`config.mk`:
```
export PLATFORM = sky130hd
export DESIGN_NAME = cips_ctrl
export DESIGN_NICKNAME = d
export VERILOG_FILES = /design/src/cips_pkg.sv /design/src/cips_ctrl.sv
export SDC_FILE = /design/constraint.sdc
export NUM_CORES = 1
export LEC_CHECK = 0
export BUFFER_PORTS_ARGS = -buffer_cell sky130_fd_sc_hd__buf_2
export CELL_PAD_IN_SITES_DETAIL_PLACEMENT = 1
export CELL_PAD_IN_SITES_GLOBAL_PLACEMENT = 1
export CORE_AREA = 3 3 154 156
export CTS_CLUSTER_SIZE = 24
export DETAILED_ROUTE_END_ITERATION = 10
export DIE_AREA = 0 0 157 159
export PLACE_DENSITY = 0.81
export SLEW_MARGIN = 10
export SYNTH_ARGS = -nofsm -noshare
export SYNTH_HDL_FRONTEND = slang
export SYNTH_SLANG_ARGS = --single-unit
```
`constraint.sdc`:
```
create_clock -name ref_clk_i -period 3.9 [get_ports ref_clk_i]
set_input_delay 0.585 -clock ref_clk_i [delete_from_list [all_inputs] [get_ports ref_clk_i]]
set_output_delay 0.585 -clock ref_clk_i [all_outputs]
set_load 0.1 [all_outputs]
```
`src/cips_pkg.sv`:
```
// constants and types for the charge indicator and pack switch controller
package cips_pkg;
    localparam int unsigned CLK_HZ            = 250_000_000;
    localparam int unsigned ALERT_US          = 256;
    localparam int unsigned ALERT_CYC         = (CLK_HZ / 1_000_000) * ALERT_US;
    localparam int unsigned BLINK_HZ          = 1;
    localparam int unsigned BLINK_HALF_CYC    = CLK_HZ / (2 * BLINK_HZ);
    localparam int unsigned DLY_SHORT_MS      = 25;
    localparam int unsigned DLY_SHORT_CYC     = (CLK_HZ / 1000) * DLY_SHORT_MS;
    localparam longint unsigned DLY_LONG_MS   = 12500;
    localparam longint unsigned DLY_LONG_CYC  = (64'(CLK_HZ) / 64'd1000) * DLY_LONG_MS;
    localparam int unsigned WAKE_HOLD_CYC     = 250_000_000;
    localparam int unsigned SHIP_EXIT_CYC     = 250_000_000;
    localparam int unsigned RESET_OFF_CYC     = 62_500_000;

    // avalon register word addresses (word index)
    localparam logic [3:0] ADDR_CTRL   = 4'h0;
    localparam logic [3:0] ADDR_STATUS = 4'h1;
    localparam logic [3:0] ADDR_FLAG   = 4'h2;
    localparam logic [3:0] ADDR_MASK   = 4'h3;
    localparam logic [3:0] ADDR_MODE   = 4'h4;

    // ctrl field positions
    localparam int unsigned CTRL_MODE_LO   = 0;
    localparam int unsigned CTRL_OVR       = 2;
    localparam int unsigned CTRL_DLY       = 3;
    localparam int unsigned CTRL_IND_DIS   = 4;

    localparam logic [1:0] MODE_NORMAL   = 2'h0;
    localparam logic [1:0] MODE_SHUTDOWN = 2'h1;
    localparam logic [1:0] MODE_SHIP     = 2'h2;
    localparam logic [1:0] MODE_RESET    = 2'h3;

    localparam logic [7:0] MASK_RESET    = 8'h00;

    typedef enum logic [2:0] {
        CIPS_NORMAL,
        CIPS_WAIT,
        CIPS_ARMED,
        CIPS_RST_OFF,
        CIPS_SHIP,
        CIPS_SHUTDOWN
    } cips_state_t;
endpackage

```
`src/cips_ctrl.sv`:
```
// charge indicator, alert pulse, event flags and pack switch sequencer
//
// Local design decisions: the placing of the registers and the Avalon-MM register port.
`timescale 1ns/1ns
// =====================================================================
// How it works
// - indicator low when charging, released idle, 1 Hz blink on suspend
// - indicator disable bit releases the indicator pin
// - reportable event gives one 256 us low alert pulse
// - flags latch at one and clear when software reads them
// - status bits always show live condition, no latching
// - mask suppresses pulse; power-up event cannot be masked
// - flags set regardless of mask
// - ship request without adapter: switch off after delay, enter ship
// - ship request with adapter, no override: waits for delay and removal
// - writing normal before removal aborts ship; override restores switch
// - ship with override: switch off after delay, ship after removal
// - reset request cycles switch after delay; wake hold resets at once; both need override or no adapter
// - during reset with override, converter held high impedance
// - shutdown request without adapter enters shutdown after delay
// - delay is 25 ms or 12.5 s by delay bit
// - shutdown request with adapter ignored, mode back to normal
// - shutdown left only on adapter plug-in, registers to defaults
// - in shutdown wake pin ignored and its pull-up off
// - ship left by wake hold or adapter, registers to defaults
// - pulse comes from the event itself even if flag already set
// - mask one suppresses, zero allows, default allows
module cips_ctrl
    import cips_pkg::*;
#(
    parameter int unsigned NUM_EV       = 8,
    parameter longint unsigned DLY_LONG = DLY_LONG_CYC,
    parameter int unsigned DLY_SHORT    = DLY_SHORT_CYC,
    parameter int unsigned BLINK_HALF   = BLINK_HALF_CYC,
    parameter int unsigned WAKE_HOLD    = WAKE_HOLD_CYC,
    parameter int unsigned SHIP_EXIT    = SHIP_EXIT_CYC,
    parameter int unsigned RESET_OFF    = RESET_OFF_CYC
) (
    input  wire logic              ref_clk_i,          // 250 MHz clock
    input  wire logic              rst_b_i,            // sync reset, active low
    input  wire logic              clk_en_i,           // freezes all state when low
    input  wire logic [3:0]        avs_address_i,      // word address
    input  wire logic              avs_read_i,         // read strobe
    input  wire logic              avs_write_i,        // write strobe
    input  wire logic [31:0]       avs_writedata_i,    // write data
    input  wire logic [3:0]        avs_byteenable_i,   // byte enables
    output logic [31:0]            avs_readdata_o,     // read data
    output logic                   avs_waitrequest_o,  // wait request
    input  wire logic [NUM_EV-1:0] ev_cond_i,          // event status conditions (async)
    input  wire logic              charging_i,         // charging or recharging (async)
    input  wire logic              suspended_i,        // charge suspended (async)
    input  wire logic              adapter_input_i,    // adapter present (async)
    input  wire logic              wake_button_pin_i,  // wake pin level, low active (async)
    output logic                   ind_o,              // indicator pin output value
    output logic                   ind_oe_b_o,         // indicator drive enable, low drives
    output logic                   alert_b_o,          // alert pin, active low
    output logic                   battery_switch_o,   // battery switch on
    output logic                   input_high_impedance_o, // converter held high impedance
    output logic                   serial_enable_o,    // serial interface enabled
    output logic                   wake_pullup_o,      // wake pin pull-up enabled
    output logic                   charger_off_o       // whole charger shut down
);
    import cips_pkg::*;

    initial begin
        if (NUM_EV < 2 || NUM_EV > 16) $error("NUM_EV out of range");
        if (BLINK_HALF < 1 || WAKE_HOLD < 1 || DLY_SHORT < 1) $error("bad counts");
    end

    // =================================================================
    // input synchronisers
    localparam int unsigned SW = NUM_EV + 4;
    logic [SW-1:0] sync_a;
    logic [SW-1:0] sync_b;
    always_ff @(posedge ref_clk_i) begin
        if (!rst_b_i) begin
            sync_a <= {1'b1, {(SW-1){1'b0}}};
            sync_b <= {1'b1, {(SW-1){1'b0}}};
        end else if (clk_en_i) begin
            sync_a <= {wake_button_pin_i, adapter_input_i, suspended_i, charging_i, ev_cond_i};
            sync_b <= sync_a;
        end
    end
    logic [NUM_EV-1:0] ev_s;
    logic charging_s;
    logic suspended_s;
    logic adapter_s;
    logic wake_s;
    assign ev_s       = sync_b[NUM_EV-1:0];
    assign charging_s = sync_b[NUM_EV];
    assign suspended_s= sync_b[NUM_EV+1];
    assign adapter_s  = sync_b[NUM_EV+2];
    assign wake_s     = sync_b[NUM_EV+3];

    // =================================================================
    // registers and software-visible state
    logic [1:0]        mode_field;
    logic              ovr_bit;
    logic              dly_bit;
    logic              ind_dis;
    logic [NUM_EV-1:0] flag;
    logic [NUM_EV-1:0] mask;
    logic [NUM_EV-1:0] ev_prev;
    logic [NUM_EV-1:0] ev_rise;
    logic              por_pend;
    logic              regs_clear;
    logic              wr_ctrl;
    logic              wr_mask;
    logic              rd_flag;
    cips_state_t       state;

    assign ev_rise  = ev_s & ~ev_prev;
    assign wr_ctrl  = avs_write_i && avs_waitrequest_o && avs_address_i == ADDR_CTRL && avs_byteenable_i[0];
    assign wr_mask  = avs_write_i && avs_waitrequest_o && avs_address_i == ADDR_MASK && avs_byteenable_i[0];
    assign rd_flag  = avs_read_i && avs_waitrequest_o && avs_address_i == ADDR_FLAG;

    function automatic logic mode_is(input logic [31:0] d, input logic [1:0] m);
        return d[CTRL_MODE_LO +: 2] == m;
    endfunction

    // one wait cycle then acknowledge
    always_ff @(posedge ref_clk_i) begin
        if (!rst_b_i) begin
            avs_waitrequest_o <= 1'b1;
            avs_readdata_o    <= '0;
        end else if (clk_en_i) begin
            avs_waitrequest_o <= 1'b1;
            if ((avs_read_i || avs_write_i) && avs_waitrequest_o) begin
                avs_waitrequest_o <= 1'b0;
                avs_readdata_o    <= '0;
                if (avs_read_i) begin
                    unique case (avs_address_i)
                        ADDR_CTRL:   avs_readdata_o[4:0] <= {ind_dis, dly_bit, ovr_bit, mode_field};
                        ADDR_STATUS: avs_readdata_o[NUM_EV-1:0] <= ev_s;
                        ADDR_FLAG:   avs_readdata_o[NUM_EV-1:0] <= flag;
                        ADDR_MASK:   avs_readdata_o[NUM_EV-1:0] <= mask;
                        ADDR_MODE:   avs_readdata_o[2:0] <= 3'(state);
                        default:     avs_readdata_o <= '0;
                    endcase
                end
            end
        end
    end

    // =================================================================
    // control register; mode field written by software, cleared by sequencer
    logic mode_clr;
    always_ff @(posedge ref_clk_i) begin
        if (!rst_b_i || regs_clear) begin
            mode_field <= MODE_NORMAL;
            ovr_bit    <= 1'b0;
            dly_bit    <= 1'b0;
            ind_dis    <= 1'b0;
        end else if (clk_en_i) begin
            if (wr_ctrl && serial_enable_o) begin
                ovr_bit <= avs_writedata_i[CTRL_OVR];
                dly_bit <= avs_writedata_i[CTRL_DLY];
                ind_dis <= avs_writedata_i[CTRL_IND_DIS];
                if (adapter_s && mode_is(avs_writedata_i, MODE_SHUTDOWN))
                    mode_field <= MODE_NORMAL;
                else if (adapter_s && !avs_writedata_i[CTRL_OVR] && mode_is(avs_writedata_i, MODE_RESET))
                    mode_field <= MODE_NORMAL;
                else
                    mode_field <= avs_writedata_i[CTRL_MODE_LO +: 2];
            end else if (mode_clr) begin
                mode_field <= MODE_NORMAL;
            end
        end
    end

    // mask register, default zero allows pulses
    always_ff @(posedge ref_clk_i) begin
        if (!rst_b_i || regs_clear) begin
            mask <= MASK_RESET;
        end else if (clk_en_i && wr_mask && serial_enable_o) begin
            mask <= avs_writedata_i[NUM_EV-1:0];
        end
    end

    // =================================================================
    // event flags: set wins over read clear
    always_ff @(posedge ref_clk_i) begin
        if (!rst_b_i || regs_clear) begin
            flag    <= '0;
            ev_prev <= '0;
        end else if (clk_en_i) begin
            ev_prev <= ev_s;
            flag    <= (rd_flag ? '0 : flag) | ev_rise;
        end
    end

    // =================================================================
    // alert pulse, fixed width, unmaskable power-up pulse
    localparam int unsigned AW = $clog2(ALERT_CYC + 1);
    logic [AW-1:0] alert_cnt;
    logic          alert_trig;
    assign alert_trig = por_pend || |(ev_rise & ~mask);
    always_ff @(posedge ref_clk_i) begin
        if (!rst_b_i) begin
            alert_cnt <= '0;
            alert_b_o <= 1'b1;
            por_pend  <= 1'b1;
        end else if (clk_en_i) begin
            por_pend <= 1'b0;
            if (alert_cnt != '0) begin
                alert_cnt <= alert_cnt - 1'b1;
                alert_b_o <= (alert_cnt == AW'(1));
            end else if (alert_trig) begin
                alert_cnt <= AW'(ALERT_CYC);
                alert_b_o <= 1'b0;
            end
        end
    end

    // =================================================================
    // indicator pin with 1 Hz blink
    localparam int unsigned BW = $clog2(BLINK_HALF + 1);
    logic [BW-1:0] blink_cnt;
    logic          blink_ph;
    always_ff @(posedge ref_clk_i) begin
        if (!rst_b_i) begin
            blink_cnt <= '0;
            blink_ph  <= 1'b0;
        end else if (clk_en_i) begin
            if (blink_cnt == BW'(BLINK_HALF - 1)) begin
                blink_cnt <= '0;
                blink_ph  <= ~blink_ph;
            end else begin
                blink_cnt <= blink_cnt + 1'b1;
            end
        end
    end
    always_ff @(posedge ref_clk_i) begin
        if (!rst_b_i) begin
            ind_o      <= 1'b0;
            ind_oe_b_o <= 1'b1;
        end else if (clk_en_i) begin
            ind_o <= 1'b0;
            if (ind_dis || charger_off_o)
                ind_oe_b_o <= 1'b1;
            else if (suspended_s)
                ind_oe_b_o <= blink_ph;
            else
                ind_oe_b_o <= !charging_s;
        end
    end

    // =================================================================
    // pack switch sequencer
    logic [39:0] tmr;
    logic [31:0] wake_cnt;
    logic        wake_held;
    logic        wake_exit;
    logic [1:0]  pend_mode;
    assign wake_held = wake_cnt == WAKE_HOLD;
    assign wake_exit = wake_cnt >= SHIP_EXIT;

    always_ff @(posedge ref_clk_i) begin
        if (!rst_b_i) begin
            wake_cnt <= '0;
        end else if (clk_en_i) begin
            if (wake_s || state == CIPS_SHUTDOWN)
                wake_cnt <= '0;
            else if (!wake_exit || wake_cnt <= WAKE_HOLD)
                wake_cnt <= wake_cnt + 1'b1;
        end
    end

    always_ff @(posedge ref_clk_i) begin
        if (!rst_b_i) begin
            state                  <= CIPS_NORMAL;
            tmr                    <= '0;
            pend_mode              <= MODE_NORMAL;
            mode_clr               <= 1'b0;
            regs_clear             <= 1'b0;
            battery_switch_o       <= 1'b1;
            input_high_impedance_o <= 1'b0;
            serial_enable_o        <= 1'b1;
            wake_pullup_o          <= 1'b1;
            charger_off_o          <= 1'b0;
        end else if (clk_en_i) begin
            mode_clr   <= 1'b0;
            regs_clear <= 1'b0;
            unique case (state)
                CIPS_NORMAL: begin
                    if (wake_held && (ovr_bit || !adapter_s)) begin
                        state                  <= CIPS_RST_OFF;
                        tmr                    <= 40'(RESET_OFF);
                        battery_switch_o       <= 1'b0;
                        input_high_impedance_o <= ovr_bit;
                    end else if (mode_field != MODE_NORMAL && !wr_ctrl) begin
                        state     <= CIPS_WAIT;
                        pend_mode <= mode_field;
                        tmr       <= dly_bit ? 40'(DLY_LONG) : 40'(DLY_SHORT);
                    end
                end
                CIPS_WAIT: begin
                    if (mode_field == MODE_NORMAL) begin
                        state            <= CIPS_NORMAL;
                        battery_switch_o <= 1'b1;
                    end else if (tmr != '0) begin
                        tmr <= tmr - 1'b1;
                    end else if (pend_mode == MODE_RESET) begin
                        state                  <= CIPS_RST_OFF;
                        tmr                    <= 40'(RESET_OFF);
                        battery_switch_o       <= 1'b0;
                        input_high_impedance_o <= ovr_bit;
                    end else if (pend_mode == MODE_SHUTDOWN && !adapter_s) begin
                        state            <= CIPS_SHUTDOWN;
                        battery_switch_o <= 1'b0;
                        serial_enable_o  <= 1'b0;
                        wake_pullup_o    <= 1'b0;
                        charger_off_o    <= 1'b1;
                    end else if (pend_mode == MODE_SHIP) begin
                        if (!adapter_s) begin
                            state            <= CIPS_SHIP;
                            battery_switch_o <= 1'b0;
                            serial_enable_o  <= 1'b0;
                        end else begin
                            state            <= CIPS_ARMED;
                            battery_switch_o <= !ovr_bit;
                        end
                    end else begin
                        state    <= CIPS_NORMAL;
                        mode_clr <= 1'b1;
                    end
                end
                CIPS_ARMED: begin
                    if (mode_field == MODE_NORMAL) begin
                        state            <= CIPS_NORMAL;
                        battery_switch_o <= 1'b1;
                    end else if (!adapter_s) begin
                        state            <= CIPS_SHIP;
                        battery_switch_o <= 1'b0;
                        serial_enable_o  <= 1'b0;
                    end
                end
                CIPS_RST_OFF: begin
                    if (tmr != '0) begin
                        tmr <= tmr - 1'b1;
                    end else begin
                        state                  <= CIPS_NORMAL;
                        battery_switch_o       <= 1'b1;
                        input_high_impedance_o <= 1'b0;
                        mode_clr               <= 1'b1;
                    end
                end
                CIPS_SHIP: begin
                    if (adapter_s || wake_exit) begin
                        state            <= CIPS_NORMAL;
                        battery_switch_o <= 1'b1;
                        serial_enable_o  <= 1'b1;
                        regs_clear       <= 1'b1;
                    end
                end
                CIPS_SHUTDOWN: begin
                    if (adapter_s) begin
                        state            <= CIPS_NORMAL;
                        battery_switch_o <= 1'b1;
                        serial_enable_o  <= 1'b1;
                        wake_pullup_o    <= 1'b1;
                        charger_off_o    <= 1'b0;
                        regs_clear       <= 1'b1;
                    end
                end
                default: state <= CIPS_NORMAL;
            endcase
        end
    end
endmodule // cips_ctrl

```
# Yosys cells after proc, flatten, opt, wreduce, memory -nomap -nowiden
# Cells that the tools add are included.
# op_classes
n_mul,0
eq_ne,34
magnitude_cmp,2
n_addsub,4
bitwise,7
shifts,0
reduce_logical,59
mux,89
div,0
# ops
op,count
$mux 40,6
$pmux 40 s3,1
$mux 32,3
$mux 1,46
$reduce_bool 40->1,1
$sub 40x1->40 const B,1
$mux 3,13
$add 32x1->32 const B,1
$eq 32x28->1 const B,1
$ge 32x28->1 const B,1
$le 32x28->1 const B,1
$mux 16,2
$add 27x1->27 const B,1
$eq 27x27->1 const B,1
$mux 27,1
$ne 2x2->1 const B,11
$reduce_and 7->1,3
$pmux 3 s6,1
$reduce_and 9->1,2
$logic_and 1x1->1,17
$and 8x8->8,2
$eq 16x1->1 const B,1
$mux 8,2
$not 8->8,2
other kinds (35),74
# totals
mem_count,0
mem_bits_ro,0
regBits,217
latchBits,0
inputBits,57
elab_cells,223
out_inout_bits,41
ramBits,0

# Depth between registers and ports, before layout
# logic_depth
ltp_word,8
ltp_mapped,10
depth_no_buf,8

# Worst setup path before layout
# OpenSTA, ideal clock, no wires.
# synth_timing
path_kind,register to register
from,reg tmr[8]
to,reg tmr[24]
setup_slack_ps,1122
arrival_ps,2659
setup_time_ps,119
path_buffers,3
period_less_slack_ps,2778
stages_incl_launch_ff,10
required_time_ps,3781
cell_sequence,dfxtp_1 > or4_4 > or4_4 > buf_6 > or4_4 > o211ai_2 > buf_6 > buf_6 > a21oi_1 > o221a_1
# synth_between
elab_chain_len,4
elab_cells_between_ends,9
cone_classes,add/sub: 1; eq/ne: 2; mux: 4; reduce/logical: 2
# synth_rtl
element,line_no,rtl
from (decl),cips_ctrl.sv:250,logic [39:0] tmr;
from (signal assigned),cips_ctrl.sv:288,tmr <= 40'(RESET_OFF);
from (signal assigned),cips_ctrl.sv:294,tmr <= dly_bit ? 40'(DLY_LONG) : 40'(DLY_SHORT);
from (signal assigned),cips_ctrl.sv:302,tmr <= tmr - 1'b1;
$sub 40x1->40 or $reduce_bool 40->1 (tied branches),n/a,
$mux 40,cips_ctrl.sv:301,end else if (tmr != '0) begin
$mux 40,cips_ctrl.sv:298,if (mode_field == MODE_NORMAL) begin
$pmux 40 s3,cips_ctrl.sv:284,unique case (state)
# Several ways; a longest one is shown, not always the timed one. The select of a mux whose other input is x is not followed.
# A chain may end at the register's enable or synchronous reset.

# Final worst setup path
# layout_timing
from,reg tmr[8]
to,reg tmr[16]
# The elaborated chain is that of the path after synthesis.

==> results.toml <==
[status]
run_status = "finished clean"

[critical_path]
worst_path_largest_cell_delay_ns = 0.67
critical_path_class = "register to register"
cp-end-kind = "register"
path_delay_family = "simple AND/OR/NAND/NOR gates"
cp_cell_sequence = "or4_4, or4_4, or4_4, o211a_1, nand2_1, o221a_2"
worst_path_most_repeated_cell = "or4_4"
worstSetupStartpointType = "register"
timing.critical_path.fanout_max = 16
critical_path_arrival_ns = 3.75
worstPathRequired_ns = 4.29
cp_num_buf_inv = 0
cp_slowest_cell = "or4_4"
regToRegSetupSlack_ns = 0.55

[sta]
postLayoutSetupSlackWorst_ns = 0.547
finalHoldWorstSlack_ns = 0.344
achievable_frequency_ghz = 0.298
setup_repair_after_global_routing_missed_its_margin = "false"
tns_ns = 0
timing_hold_violations_final = 0
setup_viol = 0
slew_viol_final = 0
max_slew_margin = 0.254
layout_worst_path_cycle_share = 0.860
worst_pin_slew_ns = 1.12
finClkSkew_ns = 0.0147
final_period_minus_worst_setup_slack_ns = 3.35

[detailed_routing]
routed_wire_length_per_instance_um = 18.8
antenna_left = 0
drc = 0
dr.pass1.iters = 5
dr_total_vias = 9364
drt_wl_total_um = 29200
post_drt_via_cell_ratio = 6.04
initialDrtViolationCount = 490

[cells_and_area]
share_of_layout_cells_above_drive_strength_1 = 0.108
area_delta_synth_final_pct = 9.97
nNetsFinal = 1318
antenna-diode-count = 0
fillCellCount = 2707
layoutNonFillerInstCount = 1551

[placed_design]
gp_congestion = 0.812
hpwl_um = 19600
portBuffers = 45
dp.cells = 1519
pre_cts_ws_ns = 0.613

[logic_synthesis]
post_synth_main_area_contributors = "dfxtp_1, nor2_1, mux2i_1"
netlist_top_cells_count = "dfxtp_1, nor2_1, nand2_1"
synthArstFlopShare = 0
ys_dominant_reg_cell = "dfxtp_1"
synth-seq-area-share = 0.382
ys.warnings.count = 0
synth_cells = 1237
synth_area_per_cell_sq_um = 8.17
postSynthRegisterBits = 193
synthMostInstantiatedCell = "dfxtp_1"
synth_enable_flop_cells = 0
yosys.area.top_type_share = 0.382
netlist_area_sq_mm = 0.0101
synth_top_area_cell = "dfxtp_1"
yosys.cell_types.count = 76

[power]
worst_ir_drop_vdd_mv = 0.292
static-leakage-power_nw = 4.13
power.density_mw_per_mm2 = 528

[clock_tree]
total_setup_buffers_inserted_after_cts = 0
total_cts_buffers = 17
htree_levels = 4
cts_root_buffer = "clkbuf_16"
cts.reportedPaths.clkPinSlew_ns = 0.08
cts.sink_count = 193
clk_latency_ns = 0.46
cts-root-to-sink-buffers = 2
cts-hold-fix-buffers = 0
tritoncts = "built"
post_cts_resized = 0

[die]
core_sq_mm = 0.0225
dieWidth_um = 157
std_cell_rows = 55
start_util = 0.449
dieArea_sq_mm = 0.0250
io_pins = 98
floorplan.die.height_um = 159

[global_routing]
antenna_violations_before_repair = 1
grt_max_degree = 49
first_global_vias = 9434
first_pass_grt_wire_length_um = 48400
global_route.overflow_total = 0
grt_util_all_layers = 0.234

[flow_run]
drv.max_cap_violation_count = 0

[hold_path]
worst_hold_path_type = "input port to register"
## per-layer routing
| metal | GRT usage | vias to the layer above | share of wire | wire (um) |
|---|---|---|---|---|
| met5 | 0 | - | 0.00045 | 13 |
| met1 | 0.305 | 4643 | 0.44 | 12900 |
| li1 | - | 4494 | - | - |
| met2 | 0.398 | 189 | 0.51 | 14800 |
| met3 | 0.0408 | 36 | 0.039 | 1130 |
| met4 | 0.0621 | 2 | 0.014 | 402 |
## sequential cells by signal (all words and copies together), names as in the netlist, 12 cells and up
| signal | cells |
|---|---|
| tmr | 40 |
| wake_cnt | 32 |
| blink_cnt | 27 |
| alert_cnt | 16 |
| sync_a | 12 |
| sync_b | 12 |
## final cells by class
cell class,instances,area [sq um],share of cell area
clock buffers,17,425,0.0383
flip-flops and latches,193,3860,0.348
multi-input cells,947,5760,0.518
clock inverters,15,200,0.0180
well taps,285,357,0.0321
repair buffers,68,413,0.0372
inverters,26,97.6,0.00878
## worst min-delay path: stages
cell	delay, ns
buf_2	0.07
mux2i_1	0.05
nand2_1	0.06
## power breakdown
part	switching [mW]	total [mW]	leakage, nW	internal (mW)
clock network	0.971	1.86	0.304	0.890
registers	0.124	2.22	1.56	2.09
logic	1.18	1.79	2.27	0.605
## through the flow
step                 util  cell area (sq um)  total power [mW]
floorplan               -              10200              3.57
global placement    0.466              10500              3.94
detailed placement  0.466              10500              3.99
CTS                 0.494              11100              5.88
global route        0.494              11100              6.20
finish              0.494              11100              5.87
## final timing paths
check | endpoint | cells after the start | start
max | tmr[16] | 6 | tmr[8]
min | sync_a[11] | 3 | wake_button_pin_i
max reg2reg | tmr[16] | 6 | tmr[8]
min reg2reg | por_pend | 1 | por_pend
## cells in the final DEF (no fill, tap or decap), types with 6 or more instances in the layout
cell type	count
o21a_1	8
o211ai_1	8
o22ai_1	7
o221a_2	7
clkbuf_16	17
xnor2_1	18
nor4_1	24
nor3b_1	11
nor2_1	157
mux2i_1	58
nand3_1	36
or3_1	30
a21oi_1	89
ha_1	8
a22oi_1	9
nand4_1	27
nor3_1	39
nor4b_1	6
nand2b_1	22
o32ai_1	12
a31oi_1	9
conb_1	25
nor2b_1	6
buf_4	23
xor2_1	16
and2_1	6
inv_1	24
buf_2	44
and4_1	7
dfxtp_1	193
o31ai_1	9
o21ai_0	47
nand2_1	116
a211oi_1	10
or4_1	15
and3_1	18
or2_2	7
a32oi_1	7
## kinds of logic after synthesis
family	after synthesis	synth area share
buffers and inverters	121	0.0587
muxes	63	0.0652
xor gates and xnor gates	34	0.0295
and+or+nand+nor	556	0.286
DFF	193	0.382
other	1	0.000371
adders and majority gates	8	0.00991
AOI/OAI and AO/OA	261	0.168
(Power assumes the default switching activity.)
